### src/inc/ssp_regs.svh
/*
  Register map, field positions, reset values and encodings of the
  synchronous serial master port.
  Assumes inclusion by bare name from the design module and the testbench.
*/
`ifndef SSP_REGS_SVH
`define SSP_REGS_SVH

// Register indices; each register is one word at four times its index
`define SSP_IDX_STATUS    6'h10
`define SSP_IDX_CONTROL   6'h12
`define SSP_IDX_TX1       6'h14
`define SSP_IDX_TX0       6'h16
`define SSP_IDX_RECEIVE   6'h18

// Byte addresses of the registers
`define SSP_ADDR_STATUS   {`SSP_IDX_STATUS, 2'h0}
`define SSP_ADDR_CONTROL  {`SSP_IDX_CONTROL, 2'h0}
`define SSP_ADDR_TX1      {`SSP_IDX_TX1, 2'h0}
`define SSP_ADDR_TX0      {`SSP_IDX_TX0, 2'h0}
`define SSP_ADDR_RECEIVE  {`SSP_IDX_RECEIVE, 2'h0}

// Status fields
`define SSP_ST_BUSY       0
`define SSP_ST_DONE       1
`define SSP_ST_COLL       2

// Control fields
`define SSP_CT_EN0        0
`define SSP_CT_EN1        1
`define SSP_CT_DIV_LO     4
`define SSP_CT_DIV_HI     5
`define SSP_CTRL_RESET    16'h0000

// Clock-divide encodings
`define SSP_DIV_2         2'h0
`define SSP_DIV_4         2'h1
`define SSP_DIV_8         2'h2
`define SSP_DIV_16        2'h3

// Half-period counts in processor clocks, minus one
`define SSP_HALF_2        3'h0
`define SSP_HALF_4        3'h1
`define SSP_HALF_8        3'h3
`define SSP_HALF_16       3'h7

// Bits in a byte, index of the last bit
`define SSP_LAST_BIT      3'h7

// Bus responses
`define SSP_RESP_OKAY     2'h0
`define SSP_RESP_SLVERR   2'h2

`endif

### src/inc/ssp_pkg.sv
/*
  Types shared by the synchronous serial master port.
  Assumes nothing beyond the register header.
*/
package ssp_pkg;
  // Transfer sequencer states
  typedef enum logic [2:0] {
    SSP_IDLE,
    SSP_LOW,
    SSP_HIGH,
    SSP_HOLD
  } ssp_state_t;

  typedef logic [1:0] ssp_resp_t;
endpackage

### src/rtl/ssp_master.sv
/*
  Half-duplex synchronous serial master with AXI4-Lite register slave.
  Assumes one clock aclk, synchronous active-low reset, and an outside
  wire model that resolves the data pin from data_oe and keeps the last
  driven level when nobody drives.
*/
// What this block does
// - Shift clock is processor clock divided.
// - Divide field 00..11 picks 2,4,8,16.
// - Shift clock toggles in transfers, idles High.
// - Drive on falling edge, sample rising.
// - Bytes move least significant bit first.
// - Hold last written bit half period.
// - Keeper holds data line when undriven.
// - One shared data line, one direction.
// - Enable-select bits drive enable outputs.
// - Bit 1 and bit 0 select enables.
// - Both set asserts only enable 0.
// - Transmit write starts byte; busy ignored.
// - Receive read starts transfer if enabled.
// - Status bit 0 shows port busy.
// - Status bit 2 flags busy accesses.
// - Collision flag clears with enables off.
// - Status bit 1 set after bit 7.
// - Done clears on status read, transmit write, receive read or enables off.
// - Done set beats status-read clear.
// - Status read-only, resets zero, upper zero.
`timescale 1ns/100ps
`include "ssp_regs.svh"

module ssp_master (
  input  wire logic              aclk,
  input  wire logic              aresetn,
  input  wire logic [7:0]        s_axi_awaddr,
  input  wire logic              s_axi_awvalid,
  output logic                   s_axi_awready,
  input  wire logic [31:0]       s_axi_wdata,
  input  wire logic [3:0]        s_axi_wstrb,
  input  wire logic              s_axi_wvalid,
  output logic                   s_axi_wready,
  output ssp_pkg::ssp_resp_t     s_axi_bresp,
  output logic                   s_axi_bvalid,
  input  wire logic              s_axi_bready,
  input  wire logic [7:0]        s_axi_araddr,
  input  wire logic              s_axi_arvalid,
  output logic                   s_axi_arready,
  output logic [31:0]            s_axi_rdata,
  output ssp_pkg::ssp_resp_t     s_axi_rresp,
  output logic                   s_axi_rvalid,
  input  wire logic              s_axi_rready,
  output logic                   shift_clock,
  input  wire logic              shared_data_line_in,
  output logic                   shared_data_line_out,
  output logic                   shared_data_line_oe,
  output logic                   peripheral_enable_0,
  output logic                   peripheral_enable_1
);
  import ssp_pkg::*;

  ssp_state_t  state_r;
  logic [15:0] ctrl_r;
  logic [7:0]  tx1_r;
  logic [7:0]  tx0_r;
  logic [7:0]  rx_r;
  logic [7:0]  shift_r;
  logic [2:0]  bit_r;
  logic [2:0]  half_cnt_r;
  logic        writing_r;
  logic        busy_r;
  logic        done_r;
  logic        coll_r;
  logic        din_meta_r;
  logic        din_sync_r;
  logic        aw_held_r;
  logic        w_held_r;
  logic [7:0]  awaddr_r;
  logic [31:0] wdata_r;
  logic [3:0]  wstrb_r;

  // Half-period length from the divide field
  function automatic logic [2:0] half_len(input logic [1:0] div);
    unique case (div)
      `SSP_DIV_2:  half_len = `SSP_HALF_2;
      `SSP_DIV_4:  half_len = `SSP_HALF_4;
      `SSP_DIV_8:  half_len = `SSP_HALF_8;
      `SSP_DIV_16: half_len = `SSP_HALF_16;
    endcase
  endfunction

  // True for a mapped register address
  function automatic logic is_mapped(input logic [7:0] a);
    is_mapped = (a == `SSP_ADDR_STATUS)  || (a == `SSP_ADDR_CONTROL) ||
                (a == `SSP_ADDR_TX1)     || (a == `SSP_ADDR_TX0)     ||
                (a == `SSP_ADDR_RECEIVE);
  endfunction

  logic [2:0] half_len_w;
  logic       any_en_w;
  logic       half_end_w;
  logic       wr_fire_w;
  logic       rd_fire_w;
  logic       tx_wr_w;
  logic       rx_rd_w;
  logic       st_rd_w;
  logic       start_tx_w;
  logic       start_rx_w;
  logic       finish_w;
  logic       last_end_w;
  logic [7:0] wr_addr_w;
  logic [31:0] wr_data_w;
  logic [3:0]  wr_strb_w;

  // Decode of control and bus strobes
  assign half_len_w = half_len(ctrl_r[`SSP_CT_DIV_HI:`SSP_CT_DIV_LO]);
  assign any_en_w   = ctrl_r[`SSP_CT_EN0] | ctrl_r[`SSP_CT_EN1];
  assign half_end_w = (half_cnt_r == half_len_w);
  assign wr_addr_w  = awaddr_r;
  assign wr_data_w  = wdata_r;
  assign wr_strb_w  = wstrb_r;
  // A write acts once, after both channels are captured
  assign wr_fire_w  = aw_held_r & w_held_r & ~s_axi_bvalid;
  assign rd_fire_w  = s_axi_arvalid & s_axi_arready;
  assign tx_wr_w    = wr_fire_w & wr_strb_w[0] &
                      ((wr_addr_w == `SSP_ADDR_TX1) ||
                       (wr_addr_w == `SSP_ADDR_TX0));
  assign rx_rd_w    = rd_fire_w & (s_axi_araddr == `SSP_ADDR_RECEIVE);
  assign st_rd_w    = rd_fire_w & (s_axi_araddr == `SSP_ADDR_STATUS);
  assign start_tx_w = tx_wr_w & ~busy_r;
  assign start_rx_w = rx_rd_w & ~busy_r & any_en_w;
  // Done at the rise that completes the last bit; busy ends a half later
  assign finish_w   = (state_r == SSP_LOW) & half_end_w &
                      (bit_r == `SSP_LAST_BIT);
  assign last_end_w = half_end_w & ((state_r == SSP_HOLD) |
                      ((state_r == SSP_HIGH) &
                       (bit_r == `SSP_LAST_BIT)));

  // Write address and data capture, taken in either order
  always_ff @(posedge aclk) begin
    if (!aresetn) begin
      aw_held_r <= 1'b0;
      w_held_r  <= 1'b0;
      awaddr_r  <= 8'h00;
      wdata_r   <= 32'h0000_0000;
      wstrb_r   <= 4'h0;
    end else begin
      // Each channel is taken at its own valid and ready edge
      if (s_axi_awvalid && s_axi_awready) begin
        aw_held_r <= 1'b1;
        awaddr_r  <= s_axi_awaddr;
      end else if (wr_fire_w) begin
        aw_held_r <= 1'b0;
      end
      if (s_axi_wvalid && s_axi_wready) begin
        w_held_r <= 1'b1;
        wdata_r  <= s_axi_wdata;
        wstrb_r  <= s_axi_wstrb;
      end else if (wr_fire_w) begin
        w_held_r <= 1'b0;
      end
    end
  end

  // Ready strobes and write response
  always_ff @(posedge aclk) begin
    if (!aresetn) begin
      s_axi_awready <= 1'b0;
      s_axi_wready  <= 1'b0;
      s_axi_bvalid  <= 1'b0;
      s_axi_bresp   <= `SSP_RESP_OKAY;
    end else begin
      s_axi_awready <= s_axi_awvalid & ~aw_held_r & ~s_axi_awready &
                       ~s_axi_bvalid;
      s_axi_wready  <= s_axi_wvalid & ~w_held_r & ~s_axi_wready &
                       ~s_axi_bvalid;
      if (wr_fire_w) begin
        s_axi_bvalid <= 1'b1;
        s_axi_bresp  <= is_mapped(wr_addr_w) ? `SSP_RESP_OKAY
                                             : `SSP_RESP_SLVERR;
      end else if (s_axi_bready) begin
        s_axi_bvalid <= 1'b0;
      end
    end
  end

  // Read channel: one-cycle accept, data next cycle
  always_ff @(posedge aclk) begin
    if (!aresetn) begin
      s_axi_arready <= 1'b0;
      s_axi_rvalid  <= 1'b0;
      s_axi_rdata   <= 32'h0000_0000;
      s_axi_rresp   <= `SSP_RESP_OKAY;
    end else begin
      s_axi_arready <= s_axi_arvalid & ~s_axi_arready & ~s_axi_rvalid;
      if (rd_fire_w) begin
        s_axi_rvalid <= 1'b1;
        s_axi_rresp  <= is_mapped(s_axi_araddr) ? `SSP_RESP_OKAY
                                                : `SSP_RESP_SLVERR;
        unique case (s_axi_araddr)
          `SSP_ADDR_STATUS:  s_axi_rdata <= {29'h0000_0000, coll_r,
                                             done_r, busy_r};
          `SSP_ADDR_CONTROL: s_axi_rdata <= {16'h0000, ctrl_r};
          `SSP_ADDR_TX1:     s_axi_rdata <= {24'h00_0000, tx1_r};
          `SSP_ADDR_TX0:     s_axi_rdata <= {24'h00_0000, tx0_r};
          `SSP_ADDR_RECEIVE: s_axi_rdata <= {24'h00_0000, rx_r};
          default:           s_axi_rdata <= 32'h0000_0000;
        endcase
      end else if (s_axi_rready) begin
        s_axi_rvalid <= 1'b0;
      end
    end
  end

  // Control register, written by low byte lane only
  always_ff @(posedge aclk) begin
    if (!aresetn) begin
      ctrl_r <= `SSP_CTRL_RESET;
    end else if (wr_fire_w && wr_strb_w[0] &&
                 wr_addr_w == `SSP_ADDR_CONTROL) begin
      ctrl_r <= {10'h000, wr_data_w[`SSP_CT_DIV_HI:`SSP_CT_DIV_LO],
                 2'h0, wr_data_w[`SSP_CT_EN1:`SSP_CT_EN0]};
    end
  end

  // Transmit data registers hold last value written while not busy; busy writes are dropped
  always_ff @(posedge aclk) begin
    if (!aresetn) begin
      tx1_r <= 8'h00;
      tx0_r <= 8'h00;
    end else if (tx_wr_w && !busy_r) begin
      if (wr_addr_w == `SSP_ADDR_TX1) begin
        tx1_r <= wr_data_w[7:0];
      end else begin
        tx0_r <= wr_data_w[7:0];
      end
    end
  end

  // Two-flop synchroniser for the data pin
  always_ff @(posedge aclk) begin
    if (!aresetn) begin
      din_meta_r <= 1'b0;
      din_sync_r <= 1'b0;
    end else begin
      din_meta_r <= shared_data_line_in;
      din_sync_r <= din_meta_r;
    end
  end

  // Transfer sequencer: low half drives, high half samples
  always_ff @(posedge aclk) begin
    if (!aresetn) begin
      state_r    <= SSP_IDLE;
      half_cnt_r <= 3'h0;
      bit_r      <= 3'h0;
      shift_r    <= 8'h00;
      writing_r  <= 1'b0;
      rx_r       <= 8'h00;
    end else begin
      unique case (state_r)
        SSP_IDLE: begin
          half_cnt_r <= 3'h0;
          bit_r      <= 3'h0;
          if (start_tx_w) begin
            state_r   <= SSP_LOW;
            writing_r <= 1'b1;
            shift_r   <= wr_data_w[7:0];
          end else if (start_rx_w) begin
            state_r   <= SSP_LOW;
            writing_r <= 1'b0;
          end
        end
        SSP_LOW: begin
          half_cnt_r <= half_end_w ? 3'h0 : half_cnt_r + 3'h1;
          if (half_end_w) begin
            // Rising edge; a written last bit stays driven one half
            if (writing_r && bit_r == `SSP_LAST_BIT) begin
              state_r <= SSP_HOLD;
            end else begin
              state_r <= SSP_HIGH;
            end
          end
        end
        SSP_HIGH: begin
          half_cnt_r <= half_end_w ? 3'h0 : half_cnt_r + 3'h1;
          if (half_end_w) begin
            // End of high half: take incoming bit into top, shift right
            if (!writing_r) begin
              shift_r <= {din_sync_r, shift_r[7:1]};
            end else begin
              shift_r <= {1'b0, shift_r[7:1]};
            end
            bit_r <= bit_r + 3'h1;
            if (bit_r == `SSP_LAST_BIT) begin
              // Only a receive reaches here on its last bit
              state_r <= SSP_IDLE;
              rx_r    <= {din_sync_r, shift_r[7:1]};
            end else begin
              state_r <= SSP_LOW;
            end
          end
        end
        SSP_HOLD: begin
          half_cnt_r <= half_end_w ? 3'h0 : half_cnt_r + 3'h1;
          if (half_end_w) begin
            state_r   <= SSP_IDLE;
            writing_r <= 1'b0;
          end
        end
      endcase
    end
  end

  // Busy flag follows the sequencer
  always_ff @(posedge aclk) begin
    if (!aresetn) begin
      busy_r <= 1'b0;
    end else if (start_tx_w || start_rx_w) begin
      busy_r <= 1'b1;
    end else if (state_r != SSP_IDLE && !last_end_w) begin
      busy_r <= 1'b1;
    end else begin
      busy_r <= 1'b0;
    end
  end

  // Done flag: set wins over every clear
  always_ff @(posedge aclk) begin
    if (!aresetn) begin
      done_r <= 1'b0;
    end else if (finish_w) begin
      done_r <= 1'b1;
    end else if (rx_rd_w || tx_wr_w || st_rd_w || !any_en_w) begin
      done_r <= 1'b0;
    end
  end

  // Collision flag on access while busy
  always_ff @(posedge aclk) begin
    if (!aresetn) begin
      coll_r <= 1'b0;
    end else if ((rx_rd_w || tx_wr_w) && busy_r) begin
      coll_r <= 1'b1;
    end else if (!any_en_w) begin
      coll_r <= 1'b0;
    end
  end

  // Pin outputs, all registered
  always_ff @(posedge aclk) begin
    if (!aresetn) begin
      shift_clock          <= 1'b1;
      shared_data_line_out <= 1'b0;
      shared_data_line_oe  <= 1'b0;
      peripheral_enable_0  <= 1'b0;
      peripheral_enable_1  <= 1'b0;
    end else begin
      shift_clock <= ~((state_r == SSP_IDLE && (start_tx_w || start_rx_w))
                       || (state_r == SSP_LOW && !half_end_w)
                       || (state_r == SSP_HIGH && half_end_w &&
                           bit_r != `SSP_LAST_BIT));
      if (state_r == SSP_IDLE && start_tx_w) begin
        shared_data_line_out <= wr_data_w[0];
      end else if (state_r == SSP_HIGH && half_end_w && writing_r &&
                   bit_r != `SSP_LAST_BIT) begin
        shared_data_line_out <= shift_r[1];
      end
      // Driven only while writing; keeper outside holds level
      shared_data_line_oe <= (state_r == SSP_IDLE) ? start_tx_w
                           : (writing_r && !(state_r == SSP_HOLD &&
                                             half_end_w));
      peripheral_enable_0 <= ctrl_r[`SSP_CT_EN0];
      peripheral_enable_1 <= ctrl_r[`SSP_CT_EN1] &
                             ~ctrl_r[`SSP_CT_EN0];
    end
  end

endmodule

### config.mk
export PLATFORM = sky130hd
export DESIGN_NAME = ssp_master
export DESIGN_NICKNAME = d
export VERILOG_FILES = /design/src/inc/ssp_pkg.sv /design/src/rtl/ssp_master.sv
export VERILOG_INCLUDE_DIRS = /design/src /design/src/inc
export SDC_FILE = /design/constraint.sdc
export NUM_CORES = 1
export LEC_CHECK = 0
export ABC_AREA = 1
export BUFFER_PORTS_ARGS = -buffer_cell sky130_fd_sc_hd__buf_2
export CAP_MARGIN = 20
export CORE_MARGIN = 2
export CORE_UTILIZATION = 30
export CTS_CLUSTER_SIZE = 16
export DETAILED_ROUTE_END_ITERATION = 6
export PLACE_DENSITY = 0.58
export SYNTH_ARGS = -nofsm -noshare
export SYNTH_HDL_FRONTEND = slang
export SYNTH_SLANG_ARGS = --single-unit
### constraint.sdc
create_clock -name aclk -period 2.78 [get_ports aclk]
set_input_delay 0.278 -clock aclk [delete_from_list [all_inputs] [get_ports aclk]]
set_output_delay 0.278 -clock aclk [all_outputs]
set_load 0.02 [all_outputs]
==> impl_metrics.yaml <==
status:
  status: "finished, final reports clean"
synthesis:
  synth_compound_gate_area_share_pct: 15.9
  syn-instance-count: 542
  synth_xor_area_share_pct: 0.217
  yosys.area_share.adder_pct: 0.932
  ys_ff_latch: 88
  synth_top_family_by_area: "simple AND/OR/NAND/NOR gates"
  synth_seq_area_share_pct: 43.7
  avgSynthCellArea_um2: 7.43
  syn_area_um2: 4030
  synth.area.mux_share_pct: 0
  synthDistinctLibCells: 33
  yosys_warnings: 0
  yosys.area_share.simple_pct: 26.7
cells_and_area:
  nNetsFinal: 650
  diodes: 0
  layout_commonest_cell: "nand2_1"
  utilization_pct: 34.9
  area_growth_pct: 14.3
  drive_gt1_share_pct: 16.0
  design_area_um2: 4600
  final_cell_mix: "nand2_1 (96), dfxtp_1 (88), nor2_1 (65)"
grt:
  grt_pass1_wl_mm: 15.7
  grt_pass1_vias: 3233
  antenna_found_initial: 0
  grt_start_max_net_pins: 46
  gr-total-overflow: 0
  grt_util_all_layers_pct: 14.0
floorplanning:
  die-height_um: 120
  ios: 106
  initial_core_util_pct: 30.5
  fp.dieArea_um2: 14400
  die-width_um: 120
  fp.coreArea_um2: 13200
  rows: 42
detailed_routing:
  post-route-drc-count: 0
  wl_mm: 9.66
  ant_nets: 0
  dr.first_iter.drc_count: 255
  vias: 3499
  vias_per_cell: 4.56
  firstDrtPassIters: 4
  wl_per_cell_um: 12.6
clock_tree:
  path_clk_slew_ps: 60
  clock-sinks: 88
  postCtsSetupBuffers: 0
  cts-buffers-inserted: 9
  cts_max_level: 3
  cts_resized: 0
  ctsLongestPathBuffers: 2
  clkLatencyLatePin_ps: 350
  cts_tree: "done"
  hold_buffers: 0
  root_buffer: "clkbuf_16"
sta:
  finClkSkew_ps: 7.09
  tightest_slew_ps: 597
  min_period_ps: 1960
  relSlewSlack_pct: 60.1
  finalSetupTns_ps: 0
  hold_viol_final: 0
  grt_setup_unrepaired: "no"
  clock.fmax_mhz: 509
  drv_slew: 0
  setup_viol: 0
  period_share_pct: 70.7
place:
  gp_congestion: 0.776
  placed_cell_area_um2: 4320
  detailed_place_hpwl_mm: 7.06
  io_buffers: 52
power:
  vdd_drop_max_v: 0.000388
  powerDensity_nw_per_um2: 634
  p_leak_nw: 1.95
  design_power_total_w: 0.00292
critical_path:
  cp.arrival_ps: 2200
  cp.required_ps: 3020
  crit_path_start_kind: "flop"
  path_class: "flop to flop"
  end_kind: "flop"
  path_max_fanout: 16
job:
  max_cap_viol_count: 0
min_path:
  hold_path.class: "input port to flop"
==> flip-flops by register name, summed over array words and instances (netlist names), 2 cells and up <==
register,cells
tx0_r,8
rx_r,8
half_cnt_r,3
tx1_r,8
shift_r,7
s_axi_rdata,8
state_r,2
bit_r,3
ctrl_r,4
wdata_r,8
awaddr_r,8
==> layer usage <==
metal / part of all wire (%) / GRT usage, %
met5: 0 / 0
met4: 1.5 / 5.51
met3: 5.6 / 3.52
met2: 45 / 22.1
met1: 48 / 18.5
==> metrics by stage <==
stage / instances / hold slack (ps) / worst slack (ps)
floorplan: 567 / 376 / 1400
global placement: 752 / 404 / 892
detailed placement: 752 / 401 / 839
CTS: 768 / 111 / 831
global route: 768 / 138 / 648
finish: 768 / 117 / 815
==> path summary, 6_finish.rpt <==
check                      startpoint         end  slack (ps)  cells past startpoint
hold reg to reg            din_meta_r  din_sync_r         410                      2
hold / removal    shared_data_line_in  din_meta_r         120                      3
setup / recovery           state_r[1]  shift_r[3]         820                      9
setup reg to reg           state_r[1]  shift_r[3]         820                      9
==> power breakdown <==
group | switching [W] | total [W] | internal, W
clock | 0.000476 | 0.00117 | 0.000692
sequential | 0.0000559 | 0.00138 | 0.00133
combinational | 0.000268 | 0.000370 | 0.000102
total | 0.000800 | 0.00292 | 0.00212
==> worst max-delay path: stages, from the launching register on <==
cell and delay, ps:
dfxtp_1 410, inv_2 70, nor2_2 440, inv_2 90
nor2_4 340, inv_2 130, nand2_4 130, inv_2 80
nor2_1 110, nor2_1 60
==> Yosys cell counts, drive strengths merged <==
cell | n | area share, %
xnor2 | 1 | 0.22
o211ai | 1 | 0.19
clkinv | 1 | 0.093
inv | 54 | 5.0
nor3 | 4 | 0.50
clkbuf | 10 | 0.93
nor2 | 76 | 8.5
o211a | 1 | 0.25
buf | 35 | 6.4
a22o | 1 | 0.22
nand4 | 9 | 1.8
and2 | 1 | 0.16
a211oi | 16 | 3.5
dfxtp | 88 | 44
nand2 | 98 | 9.4
conb | 1 | 0.093
a21oi | 45 | 5.6
nor4 | 2 | 0.31
o21ai | 48 | 6.0
a21boi | 1 | 0.19
nand3 | 46 | 6.1
ha | 3 | 0.93
==> final cells by class <==
| type | instances | area (µm²) |
|---|---|---|
| timing repair buffer | 54 | 275 |
| fill | 1433 | 8590 |
| inverter | 55 | 206 |
| multi-input combinational | 379 | 1860 |
| sequential | 88 | 1760 |
| clock buffer | 12 | 236 |
| clock inverter | 4 | 45.0 |
| tap | 176 | 220 |
==> cell families after synthesis <==
logic type,count (synthesis)
buffers and inverters,100
AO/OA/AOI/OAI,113
other,1
XOR/XNOR,1
AND/OR/NAND/NOR,236
adder cells (fa/ha/maj),3
flip-flops,88
No activity file was read; power rests on OpenSTA's default activity.
